## src/logic/mup_regs.svh

```systemverilog
`ifndef MUP_REGS_SVH
`define MUP_REGS_SVH

// Relative ports inside the eight-port block.
`define MUP_PORT_TX_IRQ     3'h4
`define MUP_PORT_RX_IRQ     3'h5
`define MUP_PORT_UNUSED     3'h6
`define MUP_PORT_CHAN_SEL   3'h7

// Channel select field layout.
`define MUP_SEL_WIDTH       5
`define MUP_SEL_LOCAL_LSB   0
`define MUP_SEL_HALF_BIT    2
`define MUP_SEL_GROUP_LSB   3

// Reset values.
`define MUP_SEL_RESET       5'h00
`define MUP_MASK_RESET      4'h0

// Wait state counts chosen by the jumpers.
`define MUP_WAIT_NONE       2'h0
`define MUP_WAIT_ONE        2'h1
`define MUP_WAIT_TWO        2'h2
`define MUP_WAIT_THREE      2'h3

// Physical channels 1 to 3 are serial; channel 0 is the parallel pair; only serial channels have the shift-empty source.
`define MUP_SERIAL_MASK     4'he

`endif

```

## src/logic/mup_pkg.sv

```systemverilog
`default_nettype none
package mup_pkg;

   // Host bus pins as seen by the board.
   typedef struct packed {
      logic [7:0] addr;
      logic [7:0] wdata;
      logic       sinp;
      logic       sout;
      logic       dbin;
      logic       wr_n;
   } mup_bus_t;

   // Switch and jumper straps; a switch that is off reads as one.
   typedef struct packed {
      logic [5:0] addr_sw_off;
      logic [1:0] group_sw_off;
      logic       half_sw_off;
      logic       nibble_steer_switch;
      logic       channel_swap_jumper;
      logic       one_wait_jumper;
      logic       two_wait_jumper;
      logic       three_wait_jumper;
      logic [3:0] emt_to_tx;
      logic [3:0] emt_to_rx;
   } mup_straps_t;

   // Interrupt sources, indexed by physical channel.
   typedef struct packed {
      logic [3:0] tx_holding_free;
      logic [3:0] rx_holding_full;
      logic [3:0] shift_empty_or_line_change;
   } mup_src_t;

   // Request to the local channel register logic.
   typedef struct packed {
      logic       start;
      logic       we;
      logic [3:0] sel;
      logic [1:0] reg_idx;
      logic [7:0] wdata;
   } mup_chan_req_t;

endpackage : mup_pkg
`default_nettype wire

```

## src/logic/mup_sync.sv

```systemverilog
`timescale 1ns/10ps
`default_nettype none
module mup_sync #(
   parameter int WIDTH = 1
) (
   // Clock and reset
   input  wire logic             mclk,
   input  wire logic             rstn,
   // Data
   input  wire logic [WIDTH-1:0] din,
   output logic      [WIDTH-1:0] dout
);
   logic [WIDTH-1:0] meta;

   // The first stage feeds only the second one.
   always_ff @(posedge mclk or negedge rstn) begin
      if (!rstn) begin
         meta <= '0;
         dout <= '0;
      end else begin
         meta <= din;
         dout <= meta;
      end
   end
endmodule : mup_sync
`default_nettype wire

```

## src/logic/mup_irq_group.sv

```systemverilog
`timescale 1ns/10ps
`default_nettype none
`include "mup_regs.svh"
module mup_irq_group (
   // Clock and reset
   input  wire logic       mclk,
   input  wire logic       rstn,
   // Sources and mask write
   input  wire logic [3:0] src,
   input  wire logic       mask_we,
   input  wire logic [3:0] mask_wdata,
   // Results
   output logic      [3:0] status,
   output logic      [3:0] mask,
   output logic      [3:0] req_oe
);
   always_ff @(posedge mclk or negedge rstn) begin
      if (!rstn) begin
         mask <= `MUP_MASK_RESET; // RL22
      end else if (mask_we) begin
         mask <= mask_wdata;
      end
   end

   // Status shows the source whether or not it is masked.
   assign status = src; // RL19

   // Open-collector drive: enable pulls the line low while active and unmasked.
   always_ff @(posedge mclk or negedge rstn) begin
      if (!rstn) begin
         req_oe <= '0;
      end else begin
         req_oe <= src & mask; // RL18
      end
   end

   a_masked_quiet: assert property (@(posedge mclk) disable iff (!rstn) // RL18
      (mask == 4'h0) && !mask_we |=> (req_oe == 4'h0))
      else $error("request driven while mask is clear");
   a_reset_mask: assert property (@(posedge mclk) $rose(rstn) |-> (mask == 4'h0)) // RL22
      else $error("mask not clear after reset");
endmodule : mup_irq_group
`default_nettype wire

```

## src/logic/mup_port_decode.sv

```systemverilog
`timescale 1ns/10ps
`default_nettype none
`include "mup_regs.svh"
// Overview of operation
// RL1 - Six switches place an eight-port block.
// RL2 - Example switch setting decodes ports 10h-17h.
// RL3 - Channel select at relative port 7, write-only.
// RL4 - Five-bit select picks one of 32 users.
// RL5 - Bits: local channel, half, group; rest ignored.
// RL6 - Group bits must equal group switches.
// RL7 - Half bit must equal half switch.
// RL8 - Switch on means select bit zero.
// RL9 - User number is local plus offset.
// RL10 - Local 0 parallel, 1-3 serial channels.
// RL11 - Swap jumper exchanges local channels 0, 2.
// RL12 - Interrupt nibble steered low or high.
// RL13 - Channel registers get zero to three waits.
// RL14 - Select and interrupt ports never wait.
// RL15 - Eight interrupt sources, transmit and receive.
// RL16 - Transmit request while holding register free.
// RL17 - Receive request while data is waiting.
// RL18 - Requests open-collector and individually maskable.
// RL19 - Status shows live source state.
// RL20 - Shift-empty or line-change is third source.
// RL21 - Host reads channel status when sources shared.
// RL22 - Interrupts disabled after reset.
// RL23 - Port 4 transmit, port 5 receive.
// RL24 - Interrupt ports need select in board group.
// RL25 - Channel select clears to zero on reset.
// RL26 - Unselected board neither drives nor waits.
module mup_port_decode
   import mup_pkg::*;
(
   // Clock and reset
   input  wire logic          mclk,
   input  wire logic          rstn,
   // Host bus
   input  wire mup_bus_t      bus_pins,
   output logic      [7:0]    data_out,
   output logic      [1:0]    data_oe,
   output logic               rdy_out,
   output logic               rdy_oe,
   // Switches and jumpers
   input  wire mup_straps_t   straps,
   // Local channels
   input  wire mup_src_t      sources,
   input  wire logic [7:0]    chan_rdata,
   output mup_chan_req_t      chan_req,
   // Interrupt request pins
   output logic      [3:0]    tx_request_out,
   output logic      [3:0]    tx_request_oe,
   output logic      [3:0]    rx_request_out,
   output logic      [3:0]    rx_request_oe
);

   // Synchronised pins.
   mup_bus_t    bus;
   mup_straps_t sw;
   mup_src_t    src;

   mup_sync #(.WIDTH($bits(mup_bus_t))) u_sync_bus (
      .mclk (mclk),
      .rstn (rstn),
      .din  (bus_pins),
      .dout (bus)
   );

   mup_sync #(.WIDTH($bits(mup_straps_t))) u_sync_straps (
      .mclk (mclk),
      .rstn (rstn),
      .din  (straps),
      .dout (sw)
   );

   mup_sync #(.WIDTH($bits(mup_src_t))) u_sync_src (
      .mclk (mclk),
      .rstn (rstn),
      .din  (sources),
      .dout (src)
   );

   // State.
   logic [`MUP_SEL_WIDTH-1:0] channel_select;
   logic                      io_wr_q;
   logic                      io_rd_q;
   logic [1:0]                wait_cnt;

   // Bus cycle decode.
   wire       io_wr    = bus.sout & ~bus.wr_n;
   wire       io_rd    = bus.sinp & bus.dbin;
   wire       wr_start = io_wr & ~io_wr_q;
   wire       rd_start = io_rd & ~io_rd_q;
   wire [2:0] rel_port = bus.addr[2:0];

   // Position 4 is the disable switch; positions 5 to 9 give address bits 7 to 3.
   wire board_en  = sw.addr_sw_off[5];                                   // RL1
   wire block_hit = board_en & (bus.addr[7:3] == sw.addr_sw_off[4:0]); // RL1 RL2

   // A switch that is on reads zero, so the expected bit is the off level.
   wire [1:0] sel_group = channel_select[`MUP_SEL_GROUP_LSB +: 2];       // RL5
   wire       sel_half  = channel_select[`MUP_SEL_HALF_BIT];             // RL5
   wire [1:0] sel_local = channel_select[`MUP_SEL_LOCAL_LSB +: 2];       // RL5
   wire       group_hit = (sel_group == sw.group_sw_off);                // RL6 RL8
   wire       half_hit  = (sel_half == sw.half_sw_off);                  // RL7 RL8
   wire       board_sel = group_hit & half_hit;                          // RL9

   // Port classes.
   wire chan_port = block_hit & ~rel_port[2];
   wire tx_port   = block_hit & (rel_port == `MUP_PORT_TX_IRQ);
   wire rx_port   = block_hit & (rel_port == `MUP_PORT_RX_IRQ);
   wire sel_port  = block_hit & (rel_port == `MUP_PORT_CHAN_SEL);
   wire irq_ok    = group_hit;                                           // RL24

   // Channel register accesses reach the local channel only when this board is selected.
   wire chan_hit   = chan_port & board_sel;                              // RL26
   wire chan_start = chan_hit & (wr_start | rd_start);

   // Swap jumper exchanges local 0 and 2; physical 0 is the parallel pair.
   wire [1:0] phys_chan = (sw.channel_swap_jumper & ~sel_local[0]) ?
                          (sel_local ^ 2'h2) : sel_local;                // RL10 RL11
   wire [3:0] phys_onehot = 4'h1 << phys_chan;

   // Wait count: jumpers are meant to be exclusive; the largest wins if not.
   wire [1:0] wait_n = sw.three_wait_jumper ? `MUP_WAIT_THREE :
                       sw.two_wait_jumper   ? `MUP_WAIT_TWO   :
                       sw.one_wait_jumper   ? `MUP_WAIT_ONE   :
                                              `MUP_WAIT_NONE;           // RL13

   // Interrupt sources per physical channel, then mapped to local order.
   wire [3:0] emt      = src.shift_empty_or_line_change & `MUP_SERIAL_MASK;    // RL20
   wire [3:0] tx_phys  = src.tx_holding_free | (emt & sw.emt_to_tx);     // RL15 RL16
   wire [3:0] rx_phys  = src.rx_holding_full | (emt & sw.emt_to_rx);     // RL15 RL17
   wire [3:0] tx_local = sw.channel_swap_jumper ?
                         {tx_phys[3], tx_phys[0], tx_phys[1], tx_phys[2]} : tx_phys; // RL11
   wire [3:0] rx_local = sw.channel_swap_jumper ?
                         {rx_phys[3], rx_phys[0], rx_phys[1], rx_phys[2]} : rx_phys; // RL11

   // Interrupt masks take the nibble that this board is steered to.
   wire [3:0] wr_nibble = sw.nibble_steer_switch ? bus.wdata[7:4] : bus.wdata[3:0]; // RL12
   wire       tx_mask_we = tx_port & irq_ok & wr_start;                 // RL23 RL24
   wire       rx_mask_we = rx_port & irq_ok & wr_start;                 // RL23 RL24
   wire [3:0] tx_status;
   wire [3:0] rx_status;
   wire [3:0] tx_mask;
   wire [3:0] rx_mask;
   wire [3:0] tx_oe_int;
   wire [3:0] rx_oe_int;

   mup_irq_group u_tx_irq (
      .mclk       (mclk),
      .rstn       (rstn),
      .src        (tx_local),
      .mask_we    (tx_mask_we),
      .mask_wdata (wr_nibble),
      .status     (tx_status),
      .mask       (tx_mask),
      .req_oe     (tx_oe_int)
   );

   mup_irq_group u_rx_irq (
      .mclk       (mclk),
      .rstn       (rstn),
      .src        (rx_local),
      .mask_we    (rx_mask_we),
      .mask_wdata (wr_nibble),
      .status     (rx_status),
      .mask       (rx_mask),
      .req_oe     (rx_oe_int)
   );

   // Open-collector requests only ever pull low.
   assign tx_request_out = 4'h0; // RL18
   assign tx_request_oe  = tx_oe_int;
   assign rx_request_out = 4'h0; // RL18
   assign rx_request_oe  = rx_oe_int;

   // Read data: the status nibble goes on one half only, so the other half floats high.
   wire       irq_rd     = io_rd & (tx_port | rx_port) & irq_ok;         // RL24
   wire [3:0] rd_status  = tx_port ? tx_status : rx_status;              // RL19 RL23
   wire [7:0] irq_byte   = sw.nibble_steer_switch ? {rd_status, 4'h0} : {4'h0, rd_status};
   wire [1:0] irq_oe     = sw.nibble_steer_switch ? 2'h2 : 2'h1;         // RL12
   wire       chan_rd    = io_rd & chan_hit;                             // RL26

   logic [7:0] next_data_out;
   logic [1:0] next_data_oe;

   // Port 7 is never read back and port 6 never answers.
   always_comb begin
      next_data_out = 8'h00;
      next_data_oe  = 2'h0;
      if (chan_rd) begin
         next_data_out = chan_rdata;
         next_data_oe  = 2'h3;
      end else if (irq_rd) begin
         next_data_out = irq_byte;
         next_data_oe  = irq_oe;                                          // RL12
      end
   end

   // Channel select is shared by every board on the block, so every board latches it.
   always_ff @(posedge mclk or negedge rstn) begin
      if (!rstn) begin
         channel_select <= `MUP_SEL_RESET;                                // RL25
      end else if (sel_port & wr_start) begin
         channel_select <= bus.wdata[`MUP_SEL_WIDTH-1:0];                 // RL3 RL4 RL5
      end
   end

   always_ff @(posedge mclk or negedge rstn) begin
      if (!rstn) begin
         io_wr_q <= 1'b0;
         io_rd_q <= 1'b0;
      end else begin
         io_wr_q <= io_wr;
         io_rd_q <= io_rd;
      end
   end

   always_ff @(posedge mclk or negedge rstn) begin
      if (!rstn) begin
         data_out <= 8'h00;
         data_oe  <= 2'h0;
      end else begin
         data_out <= next_data_out;
         data_oe  <= next_data_oe;
      end
   end

   // Only channel register accesses load the wait counter.
   always_ff @(posedge mclk or negedge rstn) begin
      if (!rstn) begin
         wait_cnt <= 2'h0;
      end else if (chan_start) begin
         wait_cnt <= wait_n;                                              // RL13 RL14
      end else if (wait_cnt != 2'h0) begin
         wait_cnt <= wait_cnt - 2'h1;
      end
   end

   // The ready line is open collector: pulled low while waits remain.
   assign rdy_out = 1'b0;
   assign rdy_oe  = (wait_cnt != 2'h0);                                   // RL13

   // Channel request carries the physical channel after the swap.
   always_ff @(posedge mclk or negedge rstn) begin
      if (!rstn) begin
         chan_req <= '0;
      end else begin
         chan_req.start   <= chan_start;
         chan_req.we      <= wr_start;
         chan_req.sel     <= chan_hit ? phys_onehot : 4'h0;               // RL10 RL11
         chan_req.reg_idx <= rel_port[1:0];
         chan_req.wdata   <= bus.wdata;
      end
   end

   // Checks.
   a_sel_reset: assert property (@(posedge mclk) $rose(rstn) |-> (channel_select == 5'h00)) // RL25
      else $error("channel select not clear after reset");

   a_sel_write: assert property (@(posedge mclk) disable iff (!rstn) // RL3
      sel_port && wr_start |=> (channel_select == $past(bus.wdata[4:0])))
      else $error("channel select did not take written value");

   a_block_miss: assert property (@(posedge mclk) disable iff (!rstn) // RL1
      wr_start && !block_hit |=> $stable(channel_select))
      else $error("write outside the block changed channel select");

   a_unsel_quiet: assert property (@(posedge mclk) disable iff (!rstn) // RL26
      io_rd && chan_port && !board_sel |=> (data_oe == 2'h0) && !chan_req.start)
      else $error("unselected board answered a channel read");

   a_wait_two: assert property (@(posedge mclk) disable iff (!rstn) // RL13
      chan_start && (wait_n == 2'h2) |=> rdy_oe [*2] ##1 !rdy_oe)
      else $error("two wait states not inserted");

   a_fast_ports: assert property (@(posedge mclk) disable iff (!rstn) // RL14
      (wait_cnt == 2'h0) && !chan_start |=> !rdy_oe)
      else $error("wait inserted on a non-channel access");

   a_nibble_high: assert property (@(posedge mclk) disable iff (!rstn) // RL12
      irq_rd && !chan_rd && sw.nibble_steer_switch |=> (data_oe == 2'h2))
      else $error("status not on the high nibble");

   a_status_low: assert property (@(posedge mclk) disable iff (!rstn) // RL19
      irq_rd && tx_port && !sw.nibble_steer_switch |=>
      (data_out[3:0] == $past(tx_status)) && (data_oe == 2'h1))
      else $error("transmit status not on the low nibble");

   a_swap_map: assert property (@(posedge mclk) disable iff (!rstn) // RL11
      chan_start && sw.channel_swap_jumper && (sel_local == 2'h0) |=> (chan_req.sel == 4'h4))
      else $error("swap jumper did not map local 0 to the middle channel");

   a_group_gate: assert property (@(posedge mclk) disable iff (!rstn) // RL24
      (tx_port || rx_port) && !group_hit |-> !tx_mask_we && !rx_mask_we)
      else $error("mask written from outside the board group");

   a_chan_answer: assert property (@(posedge mclk) disable iff (!rstn) // RL10
      chan_rd |=> (data_oe == 2'h3) && (data_out == $past(chan_rdata)))
      else $error("channel read data not driven");

   a_sel_no_read: assert property (@(posedge mclk) disable iff (!rstn) // RL3
      io_rd && sel_port |=> (data_oe == 2'h0))
      else $error("channel select port was read back");

   a_irq_refused: assert property (@(posedge mclk) disable iff (!rstn) // RL24
      io_rd && (tx_port || rx_port) && !group_hit |=> (data_oe == 2'h0))
      else $error("status driven from outside the board group");

   a_wait_one: assert property (@(posedge mclk) disable iff (!rstn) // RL13
      chan_start && (wait_n == 2'h1) |=> rdy_oe ##1 !rdy_oe)
      else $error("one wait state not inserted");

   a_wait_three: assert property (@(posedge mclk) disable iff (!rstn) // RL13
      chan_start && (wait_n == 2'h3) |=> rdy_oe [*3] ##1 !rdy_oe)
      else $error("three wait states not inserted");

   a_wait_none: assert property (@(posedge mclk) disable iff (!rstn) // RL13
      chan_start && (wait_n == 2'h0) |=> !rdy_oe)
      else $error("wait inserted with no jumper fitted");

   a_local_three: assert property (@(posedge mclk) disable iff (!rstn) // RL10
      chan_start && (sel_local == 2'h3) |=> (chan_req.sel == 4'h8))
      else $error("local 3 did not reach the left channel");

   a_swap_back: assert property (@(posedge mclk) disable iff (!rstn) // RL11
      chan_start && sw.channel_swap_jumper && (sel_local == 2'h2) |=> (chan_req.sel == 4'h1))
      else $error("swap jumper did not map local 2 to the parallel pair");

   a_mask_high: assert property (@(posedge mclk) disable iff (!rstn) // RL12
      tx_mask_we && sw.nibble_steer_switch |=> (tx_mask == $past(bus.wdata[7:4])))
      else $error("transmit mask not taken from the high nibble");

   a_mask_low: assert property (@(posedge mclk) disable iff (!rstn) // RL12
      rx_mask_we && !sw.nibble_steer_switch |=> (rx_mask == $past(bus.wdata[3:0])))
      else $error("receive mask not taken from the low nibble");

   c_chan_wait:  cover property (@(posedge mclk) disable iff (!rstn) chan_start && (wait_n == 2'h3));
   c_sel_write:  cover property (@(posedge mclk) disable iff (!rstn) sel_port && wr_start);
   c_irq_read:   cover property (@(posedge mclk) disable iff (!rstn) irq_rd && (rd_status != 4'h0));
   c_swap_chan:  cover property (@(posedge mclk) disable iff (!rstn)
      chan_start && sw.channel_swap_jumper && (sel_local == 2'h2));
   c_unsel_read: cover property (@(posedge mclk) disable iff (!rstn)
      io_rd && chan_port && !board_sel);

endmodule : mup_port_decode
`default_nettype wire

```

## config.mk

```make
export PLATFORM = sky130hd
export DESIGN_NAME = mup_port_decode
export DESIGN_NICKNAME = d
export VERILOG_FILES = /design/src/logic/mup_pkg.sv /design/src/logic/mup_sync.sv /design/src/logic/mup_irq_group.sv /design/src/logic/mup_port_decode.sv
export VERILOG_INCLUDE_DIRS = /design/src /design/src/logic
export SDC_FILE = /design/constraint.sdc
export NUM_CORES = 1
export LEC_CHECK = 0
export ABC_AREA = 1
export BUFFER_PORTS_ARGS = -buffer_cell sky130_fd_sc_hd__buf_4
export CAP_MARGIN = 40
export CORE_ASPECT_RATIO = 0.75
export CORE_MARGIN = 8
export CORE_UTILIZATION = 54
export DETAILED_ROUTE_END_ITERATION = 10
export GPL_ROUTABILITY_DRIVEN = 0
export PLACE_DENSITY = 0.84
export SLEW_MARGIN = 20
export SYNTH_ARGS = -nofsm -noshare
export SYNTH_HDL_FRONTEND = slang
export SYNTH_HIERARCHICAL = 1
export SYNTH_SLANG_ARGS = --single-unit
```

## constraint.sdc

```tcl
create_clock -name mclk -period 2.1 [get_ports mclk]
set_input_delay 0.105 -clock mclk [delete_from_list [all_inputs] [get_ports mclk]]
set_output_delay 0.105 -clock mclk [all_outputs]
set_load 0.1 [all_outputs]
```

Yosys cells after proc, flatten, opt, wreduce, memory -nomap -nowiden:

Cells that the tools add are included.

* equality and inequality tests: 6
* bitwise operators: 35
* muxes and demuxes: 17
* add/subtract/negate cells: 1
* reduce and logical (&&, ||, !) cells: 2
* shifts and indexed selects: 1

Operators with widths (count)
* $mux W8: 3
* $and A1 B1 Y1: 21
* $and A4 B4 Y4: 4
* $mux W2: 8
* $mux W4: 3
* $eq A3 B3 Y1 const B: 3
* $or A4 B4 Y4: 2
* $mux W3: 2
* $not A1 Y1: 6
* $eq A5 B5 Y1: 1
* $reduce_bool A2 Y1: 2
* $shl A1 B2 Y4 const A: 1
* $eq A2 B2 Y1: 1
* $or A1 B1 Y1: 2
* $sub A2 B1 Y2 const B: 1
* $eq A1 B1 Y1: 1
* $mux W1: 1

* word-level logic and storage cells: 83
* register bits after elaboration: 159
* output and inout port bits: 44

Logic depth before layout (Yosys ltp):

Gate-level depths: netlist of the first run.

* word-level depth: 8
* depth in mapped cells: 10

Modules after synthesis:

Netlist of the first run, hierarchy kept.

By module, submodules not included
* mup_port_decode: area an instance 1873.0 µm², cells each 231, instances 1, sequential area each 875.8 µm²
* mup_sync (u_sync_straps): area an instance 1101.1 µm², cells each 44, instances 1, sequential area each 1101.1 µm²
* mup_sync (u_sync_bus): area an instance 1001.0 µm², cells each 40, instances 1, sequential area each 1001.0 µm²
* mup_irq_group: area an instance 309.0 µm², cells each 33, instances 2, sequential area each 200.2 µm²
* mup_sync (u_sync_src): area an instance 600.6 µm², cells each 24, instances 1, sequential area each 600.6 µm²

Worst setup path before layout of the first run:

No wires, ideal clock.

* path kind: register to register
* from: register u_sync_bus.dout[0]
* to: register u_rx_irq.mask[0]
* library setup time: 0.117 ns
* clock period less this slack: 1.582 ns
* arrival time: 1.465 ns
* data required time: 1.983 ns
* cell stages (with the launch flop): 9
* path slack: 0.518 ns
* cell sequence: dfrtp_1 > nor2_1 > nand2_1 > inv_2 > nand2_1 > nor4_1 > inv_2 > nand2_1 > nand2_1

* word-level cells in the longest chain between the ends: 4

Ends and longest elaborated chain
* start: declaration: line mup_sync.sv:11 `output logic [WIDTH-1:0] dout`
* start signal: assignment: line mup_sync.sv:22 `dout <= meta;`
* $not A1 Y1: line mup_port_decode.sv:89 `wire io_wr = bus.sout & ~bus.wr_n;`
* $and A1 B1 Y1: line mup_port_decode.sv:89
* net io_wr: line mup_port_decode.sv:89
* $and A1 B1 Y1: line mup_port_decode.sv:91 `wire wr_start = io_wr & ~io_wr_q;`
* net wr_start: line mup_port_decode.sv:91
* $and A1 B1 Y1: line mup_port_decode.sv:141 `wire rx_mask_we = rx_port & irq_ok & wr_start;`
* net rx_mask_we: line mup_port_decode.sv:141
* end signal: assignment: line mup_irq_group.sv:19 `` mask <= `MUP_MASK_RESET; ``
* end signal: assignment: line mup_irq_group.sv:21 `mask <= mask_wdata;`
* end: declaration: line mup_irq_group.sv:14 `output logic [3:0] mask,`

The timed path passes the listed nets, and every way through them passes these cells.
A chain may end at the register's enable or synchronous reset.

Worst setup path in the final report of the first run:

* from: register u_sync_bus.dout[12]
* to: register u_tx_irq.mask[2]

* word-level cells in the longest chain between the ends: 4

Ends and longest elaborated chain
* $eq A3 B3 Y1 (no line)
* $and A1 B1 Y1: line mup_port_decode.sv:109 `` wire tx_port = block_hit & (rel_port == `MUP_PORT_TX_IRQ); ``
* $and A1 B1 Y1 (2 in series): line mup_port_decode.sv:140 `wire tx_mask_we = tx_port & irq_ok & wr_start;`
* net tx_mask_we: line mup_port_decode.sv:140
* end signal: assignment: line mup_irq_group.sv:19
* end signal: assignment: line mup_irq_group.sv:21
* end: declaration: line mup_irq_group.sv:14

The timed path passes the listed nets, and every way through them passes these cells.

==> results.tsv, run 1 <==
metric	value	unit
run status	finished, violations left	
failing checks	DRC	
CTS Sinks	153	
setup_tns	0	ns
syn_area_per_cell	12.6	µm²
die width	128	µm
CTS H-tree lvls	4	
post-layout total power	6900	µW
VDD IR max	0.835	mV
clk root buf	clkbuf_16	
Final min period	1.85	ns
final hold violations	0	
initial antenna violation count	0	
first-pass GRT wire length	17700	µm
Max Freq	0.542	GHz
Starting Density	55.8	%
Crit Path Class	flop to flop	
Avg WL per Cell	15.9	µm
CP peak stage delay	0.54	ns
worst hold path type	primary input to flop	
max cap viols	0	
fillers	530	
I/O Buffers	95	
Setup Viol. Count Final	0	
Cells after Synth	399	
Setup crit end kind	flop	
CTS max path bufs	2	
vias	3243	
Post-Route WL	11100	µm
post-synth design cell area	0.00504	mm²
Non-Filler Instances	698	
Most common cell on crit path	nand2_1	
Worst Path Max Fanout	5	
kind of start point of the critical path	flop	
Seq pwr share	45.7	%
nets	624	
worst path required time	2.40	ns
fin. max-slew vios	0	
Reg clk slew, reported paths	0.06	ns
final hold slack	0.0259	ns
Area growth, synth to finish	38.2	%
number of inserted diodes	0	
vias in the first global route	3532	
Die Span Y	99.7	µm
fin crit share	87.9	%
Worst path slowest cell	nor3_1	
Relative slew margins	58.4	%
static leakage	0.00372	µW
DRC viols	2	
GRT overflow	0	
FP Rows	30	
worst slew pin tran	0.619	ns
power per cell area	990	mW/mm²
Gate power share	10.5	%
Pre-antenna DRT Iters	9	
number of vias per cell	4.65	
Placed Cells incl. Taps	616	
Core Util, Final	77.0	%
RSZ-0062 raised after global routing	false	
largest net degree at the start of global routing	67	
# resized after CTS	0	
DP HPWL	6820	µm
fraction of layout cells with a size suffix above 1	26.7	%
Clk pwr share	43.8	%
Final ANT Viol Nets	0	
synth warn	6	
Clock Latency Late Sink	0.41	ns
NetSw	1700	µW
io pins	108	
GRT Overall Usage	18.4	%
die area	0.0127	mm²
# Post-CTS Setup Buffers	0	
switching share of total power	24.7	%
Pint	5200	µW
skew final	0.00743	ns
Num CTS Buffers	17	
critical-path cell list	nor3_2, nand4_1, nor3_1, inv_2, nand2_1, nand2_1	
Core Area	0.00905	mm²
Iter 0 DRT Violations	245	
TritonCTS clock tree	yes	
arrival time at the worst endpoint	2.14	ns
layer usage:
metal / GRT usage, % / share of wire (%) / vias up
met5: 0 / 0 / -
met4: 6.47 / 2.4 / 0
met3: 7.06 / 7.4 / 27
met2: 32.2 / 52 / 116
met1: 20.1 / 38 / 1597
li1: - / - / 1503
layout make-up:
type	instances	area (µm²)	area share [%]
clock buffer	18	429	6.16
inverter	63	236	3.39
tap	128	160	2.30
timing repair buffer	151	1290	18.5
sequential	153	3830	54.9
multi-input combinational	173	870	12.5
clock inverter	12	151	2.17
sequential cells by signal (all words and copies together) (netlist names), 2 cells and up:
name / cells
u_sync_src/meta: 11
wait_cnt: 2
channel_select: 5
u_rx_irq/mask: 4
data_oe: 2
data_out: 8
u_sync_straps/dout: 20
u_rx_irq/req_oe: 4
u_tx_irq/req_oe: 4
u_sync_src/dout: 11
u_tx_irq/mask: 4
u_sync_bus/meta: 20
u_sync_straps/meta: 20
chan_req: 16
u_sync_bus/dout: 20
power groups by stage:
stage | Clock (µW) | Sequential [µW] | Combinational, µW
after floorplan | 0 | 3270 | 349
after global placement | 0 | 3190 | 620
after detailed placement | 0 | 3200 | 643
after CTS | 3030 | 3150 | 725
after global routing | 3170 | 3170 | 781
final | 3020 | 3160 | 722
placed cells by master, fill, tap and decap left out, types with 3 or more instances in the layout:
| cell type | n |
|---|---|
| bufinv_16 | 3 |
| o21ai_0 | 12 |
| dfrtp_1 | 153 |
| nand2_2 | 6 |
| nor2_1 | 15 |
| inv_2 | 4 |
| clkinv_2 | 4 |
| nor2_2 | 6 |
| dlygate4sd3_1 | 52 |
| a21o_1 | 6 |
| nand2_1 | 83 |
| buf_4 | 96 |
| inv_1 | 59 |
| clkbuf_16 | 17 |
| conb_1 | 9 |
| o21bai_1 | 8 |
| nand3_1 | 9 |
through the flow:
| stage | setup WS [ns] | area [µm²] |
|---|---|---|
| 3_5_place_dp | 0.317 | 5870 |
| 5_1_grt | 0.103 | 6970 |
| 3_3_place_gp | 0.417 | 5870 |
| 2_1_floorplan | 0.518 | 5070 |
| 6_report | 0.254 | 6970 |
| 4_1_cts | 0.240 | 6970 |
final timing paths:
kind	startpoint	to	slack (ns)	cells past startpoint
max in group asynchronous	rstn	u_tx_irq/req_oe[2]	1.20	3
max reg2reg	u_sync_bus/dout[12]	u_tx_irq/mask[2]	0.25	6
min	chan_rdata[4]	data_out[4]	0.03	4
max	u_sync_bus/dout[12]	u_tx_irq/mask[2]	0.25	6
min reg2reg	u_sync_src/meta[4]	u_sync_src/dout[4]	0.35	0
min in group asynchronous	rstn	chan_req[10]	0.25	2
worst max-delay path: cells and delay by family (launching register included):
kind	cells	cell delay (ns)
flip-flops	1	0.41
AND/OR/NAND/NOR	5	1.19
buffers and inverters	1	0.12
what timing repair did:
action / CTS / global route
hold buffers: 52 / 0
setup endpoints to repair: 0 / 0
hold endpoints to repair: 115 / 0
Power figures use the tool's default switching activity.
==> run 2: changes to the inputs <==
--- a/config.mk
+++ b/config.mk
@@ -11,10 +11,10 @@
 export CAP_MARGIN = 40
 export CORE_ASPECT_RATIO = 0.75
 export CORE_MARGIN = 8
-export CORE_UTILIZATION = 54
+export CORE_UTILIZATION = 50
 export DETAILED_ROUTE_END_ITERATION = 10
 export GPL_ROUTABILITY_DRIVEN = 0
-export PLACE_DENSITY = 0.84
+export PLACE_DENSITY_LB_ADDON = 0.15
 export SLEW_MARGIN = 20
 export SYNTH_ARGS = -nofsm -noshare
 export SYNTH_HDL_FRONTEND = slang
==> results.tsv, run 2 (synthesized netlist as in run 1, its figures left out) <==
metric	value	unit	change
run status	finished clean		was finished, violations left
GRT Overall Usage	16.0	%	was 18.4%
Final min period	1.65	ns	was 1.85 ns
Setup Viol. Count Final	0		unchanged
power per cell area	1020	mW/mm²	was 990 mW/mm²
final hold slack	0.0164	ns	was 0.0259 ns
final hold violations	0		unchanged
setup_tns	0	ns	unchanged
Setup crit end kind	flop		unchanged
Relative slew margins	54.6	%	was 58.4%
Clock Latency Late Sink	0.42	ns	was 0.41 ns
Final ANT Viol Nets	0		unchanged
die width	132	µm	was 128 µm
CTS max path bufs	2		unchanged
delay-heaviest family, CP	simple AND/OR/NAND/NOR gates		unchanged
Starting Density	51.8	%	was 55.8%
Num CTS Buffers	17		unchanged
GRT overflow	0		unchanged
TritonCTS clock tree	yes		unchanged
worst hold path type	primary input to flop		unchanged
# Post-CTS Setup Buffers	0		unchanged
arrival time at the worst endpoint	1.95	ns	was 2.14 ns
vias	3090		was 3243
Crit Path Class	flop to flop		unchanged
leading cell types in the layout, fill and taps excluded	153 x dfrtp_1, 97 x buf_4, 83 x nand2_1		was 153 x dfrtp_1, 96 x buf_4, 83 x nand2_1
Placed Cells incl. Taps	620		was 616
fin. max-slew vios	0		unchanged
largest net degree at the start of global routing	79		was 67
reg-to-reg setup timing slack	0.45	ns	was 0.25 ns
Pre-antenna DRT Iters	4		was 9
post-layout total power	7160	µW	was 6900 µW
r2r worst-path depth	7		was 6
Die Span Y	103	µm	was 99.7 µm
FP Rows	31		was 30
Worst Path Max Fanout	5		unchanged
# resized after CTS	0		unchanged
CP peak stage delay	0.39	ns	was 0.54 ns
CTS Sinks	153		unchanged
kind of start point of the critical path	flop		unchanged
CP Depth	7		was 6
nets	624		unchanged
first-pass GRT wire length	16300	µm	was 17700 µm
Area growth, synth to finish	39.4	%	was 38.2%
vias in the first global route	3312		was 3532
VDD IR max	0.716	mV	was 0.835 mV
fin crit share	78.6	%	was 87.9%
Iter 0 DRT Violations	273		was 245
initial antenna violation count	0		unchanged
I/O Buffers	95		unchanged
RSZ-0062 raised after global routing	false		unchanged
number of inserted diodes	0		unchanged
critical-path cell list	xnor2_1, nand4_1, nor4_1, buf_4, inv_2, nand2_1, nand2_1		was nor3_2, nand4_1, nor3_1, inv_2, nand2_1, nand2_1
worst slew pin tran	0.681	ns	was 0.619 ns
io pins	108		unchanged
Core Area	0.00974	mm²	was 0.00905 mm²
FF-to-FF Start	u_sync_straps/dout[15]		was u_sync_bus/dout[12]
CP endpoint	u_rx_irq/mask[2]		was u_tx_irq/mask[2]
CTS H-tree lvls	4		unchanged
fraction of layout cells with a size suffix above 1	26.5	%	was 26.7%
Avg WL per Cell	14.0	µm	was 15.9 µm
Max Freq	0.606	GHz	was 0.542 GHz
RR Endpoint	u_rx_irq/mask[2]		was u_tx_irq/mask[2]
Most common cell on crit path	nand2_1		unchanged
Worst path slowest cell	dfrtp_1		was nor3_1
die area	0.0136	mm²	was 0.0127 mm²
max cap viols	0		unchanged
Critical Path Start	u_sync_straps/dout[15]		was u_sync_bus/dout[12]
worst path required time	2.40	ns	about the same
DRC viols	0		was 2
static leakage	0.00375	µW	was 0.00372 µW
cts hold-fix bufs	52		unchanged
commonest non-fill, non-tap cell in the layout	dfrtp_1		unchanged
Reg clk slew, reported paths	0.06	ns	about the same
Non-Filler Instances	702		was 698
DP HPWL	6540	µm	was 6820 µm
skew final	0.00644	ns	was 0.00743 ns
number of vias per cell	4.40		was 4.65
Post-Route WL	9820	µm	was 11100 µm
clk root buf	clkbuf_16		unchanged
Crit path buffers/inverters	2		was 1
==> run 2: where the power goes <==
group | total [µW] | switching, µW | internal [µW] | leakage [µW]
sequential | 3150 | 60.0 | 3090 | 0.00187
combinational | 714 | 465 | 249 | 0.00156
clock | 3290 | 1070 | 2220 | 0.000319
total | 7160 | 1590 | 5560 | 0.00375
==> run 2: layout make-up <==
| class | instances | area (µm²) |
|---|---|---|
| sequential | 153 | 3830 |
| fill | 641 | 2700 |
| timing repair buffer | 151 | 1280 |
| multi-input combinational | 173 | 870 |
| clock buffer | 23 | 488 |
| inverter | 63 | 236 |
| tap | 132 | 165 |
| clock inverter | 7 | 164 |
==> run 2: worst min-delay path, cell delays in order <==
cell      delay [ns]
buf_4           0.08
inv_1           0.03
nor2_1          0.08
o21bai_1        0.10
==> run 2: routing by layer <==
metal	GRT usage (%)	share of wire (%)
met2	25.1	49
met4	7.92	1.3
met5	0	0
met3	6.33	6.3
met1	19.1	44
==> run 2: per-stage QoR <==
| stage | utilization, % | area (µm²) | worst slack (ns) |
|---|---|---|---|
| after floorplan | - | 5070 | 0.518 |
| after global placement | 60.2 | 5860 | 0.531 |
| after detailed placement | 60.2 | 5860 | 0.489 |
| after CTS | 72.2 | 7030 | 0.471 |
| after global routing | 72.2 | 7030 | 0.313 |
| final | 72.2 | 7030 | 0.449 |
==> run 2: worst min-delay path by stage <==
| stage | cells after the start | end | slack [ns] | from |
|---|---|---|---|---|
| after detailed placement | 1 | u_sync_straps/meta[2] | 0.17 | rstn |
| final | 4 | data_out[0] | 0.02 | chan_rdata[0] |
| after floorplan | 0 | chan_req[0] | -0.19 | rstn |
| after global routing | 4 | data_out[0] | 0.02 | chan_rdata[0] |
| after CTS | 4 | data_out[0] | 0.002 | chan_rdata[0] |
| after global placement | 1 | u_sync_straps/meta[2] | 0.16 | rstn |
==> run 3: changes to the inputs <==
--- a/config.mk
+++ b/config.mk
@@ -11,7 +11,7 @@
 export CAP_MARGIN = 40
 export CORE_ASPECT_RATIO = 0.75
 export CORE_MARGIN = 8
-export CORE_UTILIZATION = 50
+export CORE_UTILIZATION = 48
 export DETAILED_ROUTE_END_ITERATION = 10
 export GPL_ROUTABILITY_DRIVEN = 0
 export PLACE_DENSITY_LB_ADDON = 0.15
==> constraint.sdc (replaced) <==
create_clock -name mclk -period 1.45 [get_ports mclk]
set_input_delay 0.0725 -clock mclk [delete_from_list [all_inputs] [get_ports mclk]]
set_output_delay 0.0725 -clock mclk [all_outputs]
set_load 0.1 [all_outputs]
==> results.tsv, run 3 (synthesized netlist as in run 1, its figures left out) <==
metric	value	unit	change
initial antenna violation count	0		unchanged
Avg WL per Cell	13.7	µm	was 14.0 µm
nets	642		was 624
fin crit share	105	%	was 78.6%
kind of start point of the critical path	flop		unchanged
final hold slack	0.0239	ns	was 0.0164 ns
Area growth, synth to finish	43.9	%	was 39.4%
run status	finished, violations left		was finished clean
Critical Path Start	u_sync_straps/dout[18]		was u_sync_straps/dout[15]
Iter 0 DRT Violations	195		was 273
I/O Buffers	95		unchanged
arrival time at the worst endpoint	1.84	ns	was 1.95 ns
Final ANT Viol Nets	0		unchanged
critical-path cell list	nand2_1, nand2_1, nor2_2, inv_2, nor2_8, nand3_2, nor2_1, o21bai_1		was xnor2_1, nand4_1, nor4_1, buf_4, inv_2, nand2_1, nand2_1
number of vias per cell	4.31		was 4.40
failing checks	setup timing		
CTS Sinks	153		unchanged
Starting Density	49.2	%	was 51.8%
setup ws final	-0.0664	ns	was 0.449 ns
worst hold path type	primary input to flop		unchanged
TritonCTS clock tree	yes		unchanged
Num CTS Buffers	17		unchanged
vias	3131		was 3090
Reg clk slew, reported paths	0.06	ns	about the same
skew final	0.00805	ns	was 0.00644 ns
clk root buf	clkbuf_16		unchanged
CTS H-tree lvls	4		unchanged
Setup crit end kind	flop		unchanged
Worst path slowest cell	dfrtp_1		unchanged
leading cell types in the layout, fill and taps excluded	153 x dfrtp_1, 107 x buf_4, 80 x nand2_1		was 153 x dfrtp_1, 97 x buf_4, 83 x nand2_1
VDD IR max	0.830	mV	was 0.716 mV
Most common cell on crit path	nand2_1		unchanged
Worst Path Max Fanout	7		was 5
Clock Latency Late Sink	0.41	ns	was 0.42 ns
DRC viols	0		unchanged
first-pass GRT wire length	16600	µm	was 16300 µm
RSZ-0062 raised after global routing	true		was false
worst slew pin tran	0.529	ns	was 0.681 ns
Relative slew margins	64.8	%	was 54.6%
static leakage	0.00386	µW	was 0.00375 µW
CTS max path bufs	2		unchanged
FF-to-FF Start	u_sync_straps/dout[18]		was u_sync_straps/dout[15]
placed instance area	0.00597	mm²	was 0.00586 mm²
max cap viols	0		unchanged
worst path required time	1.78	ns	was 2.40 ns
CP peak stage delay	0.39	ns	about the same
r2r worst-path depth	8		was 7
reg-to-reg setup timing slack	-0.07	ns	was 0.45 ns
io pins	108		unchanged
fin. max-slew vios	0		unchanged
setup slack at placement	-0.0788	ns	was 0.489 ns
Crit Path Class	flop to flop		unchanged
fillers	726		was 641
final hold violations	0		unchanged
Core Util, Final	70.8	%	was 72.2%
DP HPWL	6740	µm	was 6540 µm
die area	0.0141	mm²	was 0.0136 mm²
Pre-antenna DRT Iters	4		unchanged
Core Area	0.0102	mm²	was 0.00974 mm²
Post-Route WL	9960	µm	was 9820 µm
GRT overflow	0		unchanged
area of the multi-input gates	975	µm²	was 870 µm²
GRT Overall Usage	15.3	%	was 16.0%
power per cell area	1390	mW/mm²	was 1020 mW/mm²
CP endpoint	data_out[2]		was u_rx_irq/mask[2]
vias in the first global route	3438		was 3312
post-layout total power	10100	µW	was 7160 µW
Max Freq	0.659	GHz	was 0.606 GHz
fraction of layout cells with a size suffix above 1	30.5	%	was 26.5%
FP Rows	32		was 31
Final Instance Area	0.00726	mm²	was 0.00703 mm²
Setup Viol. Count Final	18		was 0
Final min period	1.52	ns	was 1.65 ns
die width	134	µm	was 132 µm
Sequential Area	0.00383	mm²	unchanged
RR Endpoint	data_out[2]		was u_rx_irq/mask[2]
Die Span Y	105	µm	was 103 µm
commonest non-fill, non-tap cell in the layout	dfrtp_1		unchanged
number of inserted diodes	0		unchanged
largest net degree at the start of global routing	59		was 79
[run 3: worst min path at each step]
stage | depth (start not counted) | to | slack, ns | startpoint
3_5_place_dp | 1 | u_sync_straps/meta[2] | 0.07 | rstn
4_1_cts | 4 | data_out[6] | 0.001 | chan_rdata[6]
2_1_floorplan | 0 | chan_req[0] | -0.22 | rstn
3_3_place_gp | 1 | u_sync_src/meta[6] | 0.07 | rstn
6_report | 4 | data_out[6] | 0.02 | chan_rdata[6]
5_1_grt | 4 | data_out[4] | 0.03 | chan_rdata[4]
[run 3: worst max-delay path: cells and delay by family, from the launching register on]
family,cells,cell delay (ns)
buf+inv,1,0.09
compound gates,1,0.11
simple gates,6,0.83
flops,1,0.39
[run 3: final cells by class]
type | count | share of cell area (%)
Clock buffer | 21 | 6.34
Multi-Input combinational cell | 174 | 13.4
Clock inverter | 11 | 2.00
Inverter | 63 | 3.29
Sequential cell | 153 | 52.7
Timing Repair Buffer | 168 | 19.8
Tap cell | 136 | 2.34
[run 3: power by group]
| group | leakage [µW] | switching [µW] | internal (µW) |
|---|---|---|---|
| Sequential | 0.00187 | 83.2 | 4470 |
| Combinational | 0.00170 | 705 | 424 |
| Clock | 0.000289 | 1610 | 2790 |
| Total | 0.00386 | 2400 | 7690 |
[run 3: layer usage]
layer	up-vias	GRT usage, %	share of wire, %
met5	-	0	0
met4	0	5.84	0.87
met3	8	6.22	6.5
met2	81	24.0	49
met1	1510	18.6	44
li1	1532	-	-
[run 3: per-stage QoR]
stage	setup TNS [ns]	std cells
detailed placement	-0.626	635
global placement	-0.609	635
floorplan	0	407
finish	-0.611	726
CTS	-0.498	725
global route	-4.06	726
[run 3: repair_timing]
action | 4_1_cts | 5_1_grt
pin swaps | 0 | 5
hold buffers | 57 | 0
hold endpoints to repair | 108 | 0
cloned | 0 | 1
resized for setup | 6 | 19
setup buffers | 1 | 0
setup endpoints to repair | 17 | 31
